==> src/crs_regs.vh <==
// Constants for the card response and status block.
// Included by the status block design file only (the CRC7 file does not include it); definitions only.
`ifndef CRS_REGS_VH
`define CRS_REGS_VH

// Frame layout on the command line
`define CRS_FRAME_BITS 48
`define CRS_CRC_START 40
`define CRS_LAST_BIT 6'd47
`define CRS_CRC_FIRST 6'd40
`define CRS_CRC_FEED_END 6'd40
`define CRS_CNT_W 6

// Command and response field values
`define CRS_IDX_IFCOND 6'h08
`define CRS_R7_RSVD 20'h00000
`define CRS_CRC_PAD 7'h00

// Accepted-voltage codes
`define CRS_VOLT_UNDEF 4'h0
`define CRS_VOLT_HIGH 4'h1
`define CRS_VOLT_LOW 4'h2
`define CRS_VOLT_RSV4 4'h4
`define CRS_VOLT_RSV8 4'h8

// Status bit positions within the upper half (bit 31 is index 15)
`define CRS_B_ARG_RANGE 15
`define CRS_B_ADDR 14
`define CRS_B_BLK_LEN 13
`define CRS_B_ERASE_ORD 12
`define CRS_B_ERASE_SEL 11
`define CRS_B_PROT_WR 10
`define CRS_B_LOCKED 9
`define CRS_B_LOCK_FAIL 8
`define CRS_B_CMD_CRC 7
`define CRS_B_BAD_CMD 6
`define CRS_B_ECC_FAIL 5
`define CRS_B_CTRL 4
`define CRS_B_GENERAL 3
`define CRS_B_RSV18 2
`define CRS_B_RSV17 1
`define CRS_B_SPEC_OVR 0

// Clear classes of the upper status half
`define CRS_CLR_READ_MASK 16'hfd39
`define CRS_CLR_NEXT_MASK 16'h00c0
`define CRS_STAT_RESET 16'h0000

// Bus clock falling edges between command end and response start
`define CRS_NCR_EDGES 3'd2

`endif

==> src/crs_crc7.v <==
// Serial CRC7 generator, polynomial x^7 + x^3 + 1.
// Assumes the caller feeds one bit per step, MSB first.
module crs_crc7 (
  // Clock and reset
  input wire ref_clk_i,
  input wire rst_b_i,
  input wire ce_i,
  // Feed
  input wire step_i,
  input wire first_i,
  input wire bit_i,
  // Result
  output reg [6:0] crc_o
);

  wire [6:0] base;
  wire fb;

  // First bit of a frame starts from zero without a separate clear cycle
  assign base = first_i ? 7'h00 : crc_o;
  assign fb = bit_i ^ base[6];

  always @(posedge ref_clk_i or negedge rst_b_i) begin
    if (!rst_b_i) begin
      crc_o <= 7'h00;
    end else if (ce_i && step_i) begin
      crc_o <= {base[5:3], base[2] ^ fb, base[1:0], fb};
    end
  end

endmodule // crs_crc7

==> src/crs_card_status.v <==
// Card-side command receiver, interface-condition and normal responder, and card status word.
// Assumes the bus clock and command line come from the host pins; error events come from
// card logic on ref_clk_i as one-cycle pulses, the lock state as a level.
`include "crs_regs.vh"

// Operation
// Interface-condition reply is fixed 48-bit frame
// Accepted voltage code sits in bits 19-16
// Reply only when offered voltage is accepted
// Echo voltage and check pattern unchanged
// Voltage code 0001b means 2.7-3.6V
// Normal replies carry 32-bit status field
// Status refers to the previous command
// Reply-time and execution-time bits set separately
// Host polls status command for execution bits
// Next-clear bits drop after next valid command
// Bit 31 argument arg_range_err, clear-on-read
// Bit 30 misaligned address, clear-on-read
// Bit 29 block length error, clear-on-read
// Bit 28 erase order error, clear-on-read
// Bit 27 erase selection error, clear-on-read
// Bit 26 protected block write, clear-on-read
// Bit 25 follows current lock state
// Bit 24 lock or unlock failure, clear-on-read
// Bit 23 command CRC failure, next-clear
// Bit 22 bad_cmd_err, next-clear
// Bits 21,20,19 ECC, controller, general errors
// Bit 16 specific-data overwrite, clear-on-read
// Reserved bits 18 and 17 read zero
module crs_card_status #(
  parameter [3:0] SUPPORTED_VOLT = `CRS_VOLT_HIGH
) (
  // Clock, reset, enable
  input wire ref_clk_i,
  input wire rst_b_i,
  input wire ce_i,
  // Card bus pins
  input wire bus_clk_i,
  input wire cmd_i,
  output reg cmd_o,
  output reg cmd_oe_o,
  // Card logic: command decode
  input wire cmd_illegal_i,
  input wire [15:0] status_lo_i,
  output reg cmd_valid_o,
  output reg [5:0] cmd_index_o,
  output reg [31:0] cmd_arg_o,
  // Card logic: status events
  input wire arg_range_err_i,
  input wire addr_err_i,
  input wire blk_length_err_i,
  input wire erase_order_err_i,
  input wire erase_select_err_i,
  input wire protected_write_err_i,
  input wire locked_flag_i,
  input wire lock_fail_err_i,
  input wire ecc_fail_err_i,
  input wire controller_err_i,
  input wire general_err_i,
  input wire specific_data_overwrite_err_i,
  output reg [31:0] card_status_word_o
);

  localparam [2:0] S_IDLE = 3'd0;
  localparam [2:0] S_RX = 3'd1;
  localparam [2:0] S_CHK = 3'd2;
  localparam [2:0] S_WAIT = 3'd3;
  localparam [2:0] S_TX = 3'd4;

  reg bclk_s1_reg, bclk_s2_reg, bclk_d_reg;
  reg cmd_s1_reg, cmd_s2_reg;
  reg [2:0] state_reg;
  reg [`CRS_CNT_W-1:0] cnt_reg;
  reg [`CRS_FRAME_BITS-1:0] sr_reg;
  reg [2:0] gap_reg;
  reg [15:0] stat_reg;
  wire [15:0] stat_next;
  reg [15:0] clr_vec;
  reg crc_step, crc_first, crc_bit;
  wire [6:0] crc_val;
  wire bclk_rise, bclk_fall;
  wire [`CRS_CNT_W-1:0] cnt_inc;
  wire [15:0] set_vec;
  wire [5:0] rx_index;
  wire [31:0] rx_arg;
  wire rx_crc_ok, rx_from_host, volt_ok;
  wire frame_good, frame_bad, cmd_legal, send_r7, send_r1;
  wire [`CRS_FRAME_BITS-1:0] r1_frame, r7_frame;

  // Pins are asynchronous to ref_clk_i; only the second stage and its bclk_d_reg copy are looked at
  always @(posedge ref_clk_i or negedge rst_b_i) begin
    if (!rst_b_i) begin
      bclk_s1_reg <= 1'b0;
      bclk_s2_reg <= 1'b0;
      bclk_d_reg <= 1'b0;
      cmd_s1_reg <= 1'b1;
      cmd_s2_reg <= 1'b1;
    end else if (ce_i) begin
      bclk_s1_reg <= bus_clk_i;
      bclk_s2_reg <= bclk_s1_reg;
      bclk_d_reg <= bclk_s2_reg;
      cmd_s1_reg <= cmd_i;
      cmd_s2_reg <= cmd_s1_reg;
    end
  end

  assign bclk_rise = bclk_s2_reg & ~bclk_d_reg;
  assign bclk_fall = ~bclk_s2_reg & bclk_d_reg;
  assign cnt_inc = cnt_reg + 6'd1;

  // Received frame fields
  assign rx_index = sr_reg[45:40];
  assign rx_arg = sr_reg[39:8];
  assign rx_from_host = sr_reg[46];
  assign rx_crc_ok = (crc_val == sr_reg[7:1]) && sr_reg[0];
  assign frame_good = rx_from_host && rx_crc_ok;
  assign frame_bad = rx_from_host && !rx_crc_ok;
  assign cmd_legal = frame_good && !cmd_illegal_i;
  assign volt_ok = (rx_arg[11:8] == SUPPORTED_VOLT);
  assign send_r7 = cmd_legal && (rx_index == `CRS_IDX_IFCOND) && volt_ok;
  assign send_r1 = cmd_legal && (rx_index != `CRS_IDX_IFCOND);

  // Reply frames, CRC field filled in while shifting out
  assign r7_frame = {1'b0, 1'b0, `CRS_IDX_IFCOND, `CRS_R7_RSVD, rx_arg[11:8], rx_arg[7:0],
                     `CRS_CRC_PAD, 1'b1};
  assign r1_frame = {1'b0, 1'b0, rx_index, stat_reg, status_lo_i, `CRS_CRC_PAD, 1'b1};

  // Event sources per status bit; reserved and lock positions never latch
  assign set_vec[`CRS_B_ARG_RANGE] = arg_range_err_i;
  assign set_vec[`CRS_B_ADDR] = addr_err_i;
  assign set_vec[`CRS_B_BLK_LEN] = blk_length_err_i;
  assign set_vec[`CRS_B_ERASE_ORD] = erase_order_err_i;
  assign set_vec[`CRS_B_ERASE_SEL] = erase_select_err_i;
  assign set_vec[`CRS_B_PROT_WR] = protected_write_err_i;
  assign set_vec[`CRS_B_LOCKED] = 1'b0;
  assign set_vec[`CRS_B_LOCK_FAIL] = lock_fail_err_i;
  assign set_vec[`CRS_B_CMD_CRC] = (state_reg == S_CHK) && frame_bad;
  assign set_vec[`CRS_B_BAD_CMD] = (state_reg == S_CHK) && frame_good && cmd_illegal_i;
  assign set_vec[`CRS_B_ECC_FAIL] = ecc_fail_err_i;
  assign set_vec[`CRS_B_CTRL] = controller_err_i;
  assign set_vec[`CRS_B_GENERAL] = general_err_i;
  assign set_vec[`CRS_B_RSV18] = 1'b0;
  assign set_vec[`CRS_B_RSV17] = 1'b0;
  assign set_vec[`CRS_B_SPEC_OVR] = specific_data_overwrite_err_i;

  // Read clear is taken when a status is handed out, next clear on any legal command; the reply already holds the old value
  always @* begin
    clr_vec = 16'h0000;
    if (state_reg == S_CHK) begin
      if (send_r1) begin
        clr_vec = clr_vec | `CRS_CLR_READ_MASK;
      end
      if (cmd_legal) begin
        clr_vec = clr_vec | `CRS_CLR_NEXT_MASK;
      end
    end
  end

  // Set wins over a clear in the same cycle
  genvar gi;
  generate
    for (gi = 0; gi < 16; gi = gi + 1) begin : g_stat
      // Lock position copies the level, it never latches
      if (gi == `CRS_B_LOCKED) begin : g_lock
        assign stat_next[gi] = locked_flag_i;
      end else if (gi == `CRS_B_RSV18 || gi == `CRS_B_RSV17) begin : g_rsv
        assign stat_next[gi] = 1'b0;
      end else begin : g_flag
        // Reply and clear use the same stat_reg, so no event is lost
        assign stat_next[gi] = set_vec[gi] | (stat_reg[gi] & ~clr_vec[gi]);
      end
    end
  endgenerate

  always @(posedge ref_clk_i or negedge rst_b_i) begin
    if (!rst_b_i) begin
      stat_reg <= `CRS_STAT_RESET;
      card_status_word_o <= 32'h00000000;
    end else if (ce_i) begin
      stat_reg <= stat_next;
      card_status_word_o <= {stat_reg, status_lo_i};
    end
  end

  // CRC feed: receive covers the first 40 bits, transmit likewise
  always @* begin
    crc_step = 1'b0;
    crc_first = 1'b0;
    crc_bit = 1'b0;
    if (state_reg == S_IDLE && bclk_rise && !cmd_s2_reg) begin
      crc_step = 1'b1;
      crc_first = 1'b1;
    end else if (state_reg == S_RX && bclk_rise && cnt_inc < `CRS_CRC_FEED_END) begin
      crc_step = 1'b1;
      crc_bit = cmd_s2_reg;
    end else if (state_reg == S_WAIT && bclk_fall && gap_reg == `CRS_NCR_EDGES) begin
      crc_step = 1'b1;
      crc_first = 1'b1;
      crc_bit = sr_reg[47];
    end else if (state_reg == S_TX && bclk_fall && cnt_inc < `CRS_CRC_FEED_END) begin
      crc_step = 1'b1;
      crc_bit = sr_reg[46];
    end
  end

  crs_crc7 u_crc (
    .ref_clk_i(ref_clk_i),
    .rst_b_i(rst_b_i),
    .ce_i(ce_i),
    .step_i(crc_step),
    .first_i(crc_first),
    .bit_i(crc_bit),
    .crc_o(crc_val)
  );

  // Frame sequencer; host drives on falling edges, so the card samples on rising ones
  always @(posedge ref_clk_i or negedge rst_b_i) begin
    if (!rst_b_i) begin
      state_reg <= S_IDLE;
      cnt_reg <= 6'd0;
      sr_reg <= 48'h000000000000;
      gap_reg <= 3'd0;
      cmd_o <= 1'b1;
      cmd_oe_o <= 1'b0;
      cmd_valid_o <= 1'b0;
      cmd_index_o <= 6'd0;
      cmd_arg_o <= 32'h00000000;
    end else if (ce_i) begin
      cmd_valid_o <= 1'b0;
      case (state_reg)
        S_IDLE: begin
          if (bclk_rise && !cmd_s2_reg) begin
            sr_reg <= 48'h000000000000;
            cnt_reg <= 6'd0;
            state_reg <= S_RX;
          end
        end
        S_RX: begin
          if (bclk_rise) begin
            sr_reg <= {sr_reg[46:0], cmd_s2_reg};
            cnt_reg <= cnt_inc;
            if (cnt_inc == `CRS_LAST_BIT) begin
              state_reg <= S_CHK;
            end
          end
        end
        S_CHK: begin
          gap_reg <= 3'd0;
          if (frame_good) begin
            cmd_valid_o <= 1'b1;
            cmd_index_o <= rx_index;
            cmd_arg_o <= rx_arg;
          end
          if (send_r7) begin
            sr_reg <= r7_frame;
            state_reg <= S_WAIT;
          end else if (send_r1) begin
            sr_reg <= r1_frame;
            state_reg <= S_WAIT;
          end else begin
            state_reg <= S_IDLE;
          end
        end
        S_WAIT: begin
          if (bclk_fall) begin
            if (gap_reg == `CRS_NCR_EDGES) begin
              cmd_o <= sr_reg[47];
              cmd_oe_o <= 1'b1;
              cnt_reg <= 6'd0;
              state_reg <= S_TX;
            end else begin
              gap_reg <= gap_reg + 3'd1;
            end
          end
        end
        S_TX: begin
          if (bclk_fall) begin
            if (cnt_reg == `CRS_LAST_BIT) begin
              cmd_o <= 1'b1;
              cmd_oe_o <= 1'b0;
              state_reg <= S_IDLE;
            end else begin
              cnt_reg <= cnt_inc;
              if (cnt_inc == `CRS_CRC_FIRST) begin
                // CRC of bits 47..8 is complete here; end bit follows it
                cmd_o <= crc_val[6];
                sr_reg <= {1'b0, crc_val[5:0], 1'b1, 40'h0000000000};
              end else begin
                cmd_o <= sr_reg[46];
                sr_reg <= {sr_reg[46:0], 1'b0};
              end
            end
          end
        end
        default: begin
          state_reg <= S_IDLE;
        end
      endcase
    end
  end

endmodule // crs_card_status

==> config.mk <==
export PLATFORM = sky130hd
export DESIGN_NAME = crs_card_status
export DESIGN_NICKNAME = d
export VERILOG_FILES = /design/src/crs_crc7.v /design/src/crs_card_status.v
export VERILOG_INCLUDE_DIRS = /design/src
export SDC_FILE = /design/constraint.sdc
export NUM_CORES = 1
export LEC_CHECK = 0
export BUFFER_PORTS_ARGS = -buffer_cell sky130_fd_sc_hd__clkbuf_2
export CORE_AREA = 2 2 121 123
export DETAILED_ROUTE_END_ITERATION = 8
export DIE_AREA = 0 0 123 125
export GPL_TIMING_DRIVEN = 0
export PLACE_DENSITY = 0.78
export SLEW_MARGIN = 20
export SYNTH_ARGS = -nofsm -noshare
export SYNTH_HDL_FRONTEND = slang
export SYNTH_SLANG_ARGS = --single-unit
==> constraint.sdc <==
create_clock -name ref_clk_i -period 2.65 [get_ports ref_clk_i]
set_input_delay 0 -clock ref_clk_i [delete_from_list [all_inputs] [get_ports ref_clk_i]]
set_output_delay 0 -clock ref_clk_i [all_outputs]
set_load 0.03 [all_outputs]
# --- Yosys cells after proc, flatten, opt, wreduce, memory -nomap -nowiden ---
# Index checks and enable logic that the tools add are counted.
op_classes:
  muxes: 56
  bitwise_logic: 45
  n_addsub: 2
  n_reduce_logical: 37
  n_eq_ne: 25
  n_lt_le_gt_ge: 1
ops:
  columns: ["op", "n"]
  rows:
  - ["$mux 48", 7]
  - ["$pmux 48 s4", 1]
  - ["$mux 6", 6]
  - ["$mux 16", 2]
  - ["$mux 3", 9]
  - ["$pmux 6 s4", 1]
  - ["$reduce_and 8->1", 3]
  - ["$mux 1", 22]
  - ["$logic_and 1x1->1", 20]
  - ["$eq 6x6->1 const B", 3]
  - ["$ne 2x2->1 const B", 8]
  - ["$and 1x1->1", 15]
  - ["$not 1->1", 15]
  - ["$pmux 3 s5", 1]
  - ["$reduce_and 7->1", 2]
  - ["$or 1x1->1", 13]
  - ["$eq 3x2->1 const B", 3]
  - ["$mux 8", 1]
  - ["$ne 2x1->1 const B", 4]
  - ["$reduce_bool 4->1", 2]
  - ["$eq 7x7->1", 1]
  - ["$mux 7", 1]
  - ["$add 6x1->6 const B", 1]
  - ["$eq 6x4->1 const B", 1]
  - ["18 further kinds", 24]
totals:
  elab_cells: 185
  inputBits: 34
  ff_bits: 157
  out_inout_bits: 73

# --- Logic depth before layout (Yosys ltp) ---
depth:
  depth_word: 11
  mapped_depth: 8
  ltp_nobuf: 8

# --- By module ---
# Synthesis repeated with hierarchy kept, for this count alone.
unflattened:
  hier_cells: 621
  area_unflattened_um2: 7472.2
by_module_without_submodules:
  columns: ["mod", "n_inst", "cells_each", "seq_area_each_um2", "area_per_inst_um2"]
  rows:
  - ["crs_card_status", 1, 586, 3757.4, 7163.1]
  - ["crs_crc7", 1, 35, 175.2, 309.0]

# --- Least setup slack after synthesis ---
# No wires, ideal clock.
synth_timing:
  path_type: "register -> register"
  from: "reg cnt_reg[0] (netlist name)"
  to: "reg stat_reg[10]"
  required_time_ns: 2.529
  setup_ns: 0.121
  setup_slack_ns: 0.461
  period_less_slack_ns: 2.189
  path_stages_with_launch: 8
  arrival_time_ns: 2.068
  path_buffers: 1
  cell_sequence: "dfrtp_1 ha_1 nand3_1 o2111a_2 o221ai_4 or4_4 buf_6 a22o_1"
synth_lines:
  columns: ["item", "line", "text"]
  rows:
  - ["to (signal assigned)", "crs_card_status.v:177", "stat_reg <= `CRS_STAT_RESET;"]
  - ["to (signal assigned)", "crs_card_status.v:180", "stat_reg <= stat_next;"]
  - ["to (decl)", "crs_card_status.v:76", "reg [15:0] stat_reg;"]

==> reports/summary.txt <==
Status: complete, no violations
Post-layout util: 61.5%
I/O Pins: 107
Post-synthesis compound-gate area fraction: 16.5%
Yosys top cell by area: dfrtp_1
CTS tree: built
Mapped cell area: 0.00693 mm^2
Max reg flops: 48
Worst-Margin Slew: 676 ps
Slew Limit Fails: 0
Core Region: 0.0142 mm^2
# DRC: 0
Skew-Pair Late Insertion Delay: 420 ps
Clock power frac: 37.6%
Worst slew margin: 54.5%
Syn_area_per_cell: 12.7 um^2
Startpoint types: register
Dpl cell area: 0.00774 mm^2
Setup crit end kind: register
TritonRoute pass-1 iters: 5
Die height: 125 um
Sequential Power Share: 41.6%
XOR/XNOR share of the synthesized area: 1.64%
Fin worst setup slack: 159 ps
Final net count: 742
Multiplexer share of the synthesized area: 13.9%
FF-to-FF path depth: 7
Die area: 0.0154 mm^2
Maximum vdd drop: 0.531 mV
Int Power: 4.94 mW
Synth top area share: 55.6%
Ant diodes: 0
Tmin final: 2490 ps
Top post-synthesis cells by area: dfrtp_1 (56%), mux2_2 (11%), a22o_1 (6.7%)
Register area share after synthesis: 56.7%
LEAKAGE: 4.47 nW
Psw: 2.18 mW
Vias in the first global route: 5306
Initial Util: 48.8%
RR Endpoint: stat_reg[11]$_DFFE_PN0P_
Final setup violation count: 0
Async SR Flop Fraction: 100%
Comb power frac: 20.8%
Global route total overflow: 0
Simple-gate portion of the synthesized area: 6.61%
Syn Inst Count: 547
Reg2reg start: cnt_reg[0]$_DFFE_PN0P_
Largest net degree at the start of global routing: 80
Worst EP required: 2960 ps
DP Worst Slack: 165 ps
Fin. Hold Viols: 0
Post-route cell area: 0.00873 mm^2
Largest family of logic cells by synthesized area: compound AO/OA/AOI/OAI gates
Dpl hpwl: 11.4 mm
Period utilization: 94.0%
Setup CP Type: register to register
Wire length per cell: 18.4 um
Root Buffer Master: clkbuf_16
Switching Fraction: 30.7%
Rows: 44
Vias post-DR: 5114
Area delta synth->final: 26.0%
Initial DRC Count: 365
Htree depth: 4
Pwr dens: 816 mW/mm^2
PortBufs: 103
Setup bufs post-CTS: 0
Clock-pin slew on the worst setup and hold paths: 60 ps
Initial antenna violation count: 0
All-Layer GR Usage: 22.5%
Yosys reg bits: 157
Max Clk Rate: 0.401 GHz
Power after layout: 7.13 mW
GP Congestion: 0.898
Maxcap violations: 0
Clock Sink Count: 157
Top fanout value on the critical path: 10
Setup crit start: cnt_reg[0]$_DFFE_PN0P_
Setup Skew: 8.36 ps
DR vias/cell: 5.68
HP Class: input pin to register
Setup crit end: stat_reg[11]$_DFFE_PN0P_
Synthesis warning total: 0
Post-synth EDFFs: 0
R2R Setup Slk: 160 ps
Final antenna-violating net count: 0
Top_reg_cell synth: dfrtp_1
Drt total wl: 16.6 mm
Die X: 123 um
Worst Path Arrival: 2800 ps
TritonCTS Buffers: 17
Post-synth cell types: 61
Layout cells sized above 1: 35.1%
First-pass GRT wire length: 27.1 mm
Synth Area in Adders: 0.722%
RSZ-0062 raised after global routing: no
Clock tree buffer depth: 2
-- power groups by stage --
stage	Clock (mW)	Combinational, mW	Sequential [mW]
floorplan	0	0.968	2.98
global placement	0	1.37	2.97
detailed placement	0	1.42	2.99
CTS	2.70	1.47	2.95
global route	2.80	1.64	2.99
finish	2.68	1.49	2.96
-- synth_stat cells (all sizes together) (4+ instances only) --
cell type / n
buf: 29
nand3: 10
mux2i: 8
a21o: 33
inv: 14
o31ai: 4
o21ai: 26
clkbuf: 6
ha: 4
a22oi: 4
xor2: 10
mux2: 78
dfrtp: 154
nor4: 6
a21oi: 14
a22o: 53
nand2b: 6
nand2: 28
nor2: 15
-- logic make-up (layout without fill, tap and decap cells) --
group / count (synthesis) / in the layout
compound gates: 151 / 151
fa+ha+maj: 4 / 4
flops: 157 / 157
xor+xnor: 13 / 13
mux: 86 / 86
buf+inv: 50 / 219
simple gates: 85 / 85
other cells: 1 / 2
-- metal layers --
metal	vias up	share of wire (%)	GRT usage [%]	wire length (um)
met5	-	0	0	0
met4	0	1.4	7.02	227
met3	18	4.1	4.33	682
met2	149	53	38.5	8730
met1	2632	42	28.6	6920
li1	2315	-	-	-
-- metrics by stage --
step                      std cells  hold WS [ps]  setup TNS (ps)
after floorplan                 548          -296               0
after global placement          835           226         -144030
after detailed placement        837          75.6               0
after CTS                       901           149               0
after global routing            901           162               0
final                           901           147               0
-- how the worst min path moves through the flow --
stage | start | end | cells past startpoint
finish | ce_i | gap_reg[0]$_DFFE_PN0P_ | 4
floorplan | rst_b_i | bclk_d_reg$_DFFE_PN0P_ | 0
detailed placement | rst_b_i | stat_reg[3]$_DFFE_PN0P_ | 2
CTS | ce_i | state_reg[0]$_DFFE_PN0P_ | 4
global placement | erase_order_err_i | stat_reg[12]$_DFFE_PN0P_ | 2
global route | ce_i | state_reg[0]$_DFFE_PN0P_ | 4
-- cell usage in the layout, fill, tap and decap left out, types with 3 or more instances in the layout --
master         synthesis  final
nor4_1                 5      5
buf_4                  5      5
mux2_2                69     69
nand2b_1               6      6
clkbuf_16              0     17
clkinv_2               0      3
nand2_1               27     27
a22o_1                53     53
dfstp_2                3      3
mux2_1                 9      9
buf_6                  5      5
ha_1                   4      4
nand3_1               10     10
dfrtp_1              154    154
xnor2_1                3      3
mux2i_1                7      7
a21o_1                33     33
xor2_1                10     10
nor2_1                15     15
a31oi_1                3      3
dlygate4sd3_1          0     32
clkbuf_2               0    104
clkbuf_1               6      4
o31ai_1                4      4
o21ai_1                3      3
o21ai_0               23     23
a22oi_1                4      4
bufinv_16              0      5
a21oi_1               13     13
inv_1                 14     14
buf_2                 17     17
-- cell type report --
cell class	count	area [um^2]
Clock inverter	14	215
Multi-Input combinational cell	341	2750
Sequential cell	157	3930
Timing Repair Buffer	137	900
Inverter	15	56.3
Fill cell	1038	5470
Clock buffer	18	439
Buffer	35	211
Tap cell	184	230
-- critical path: stages, from the launching register on --
cell and delay (ps):
dfrtp_1 460, ha_1 320, nand3_1 200, o2111a_2 230, o221ai_4 180, or4_4 610, buf_6 170, a22o_1 190
-- timing repair --
item,4_1_cts,5_1_grt
endpoints found under the setup margin,0,24
hold buffers,32,0
endpoints found under the hold margin,205,0
gates resized for setup,0,5
(Power assumes the default switching activity.)
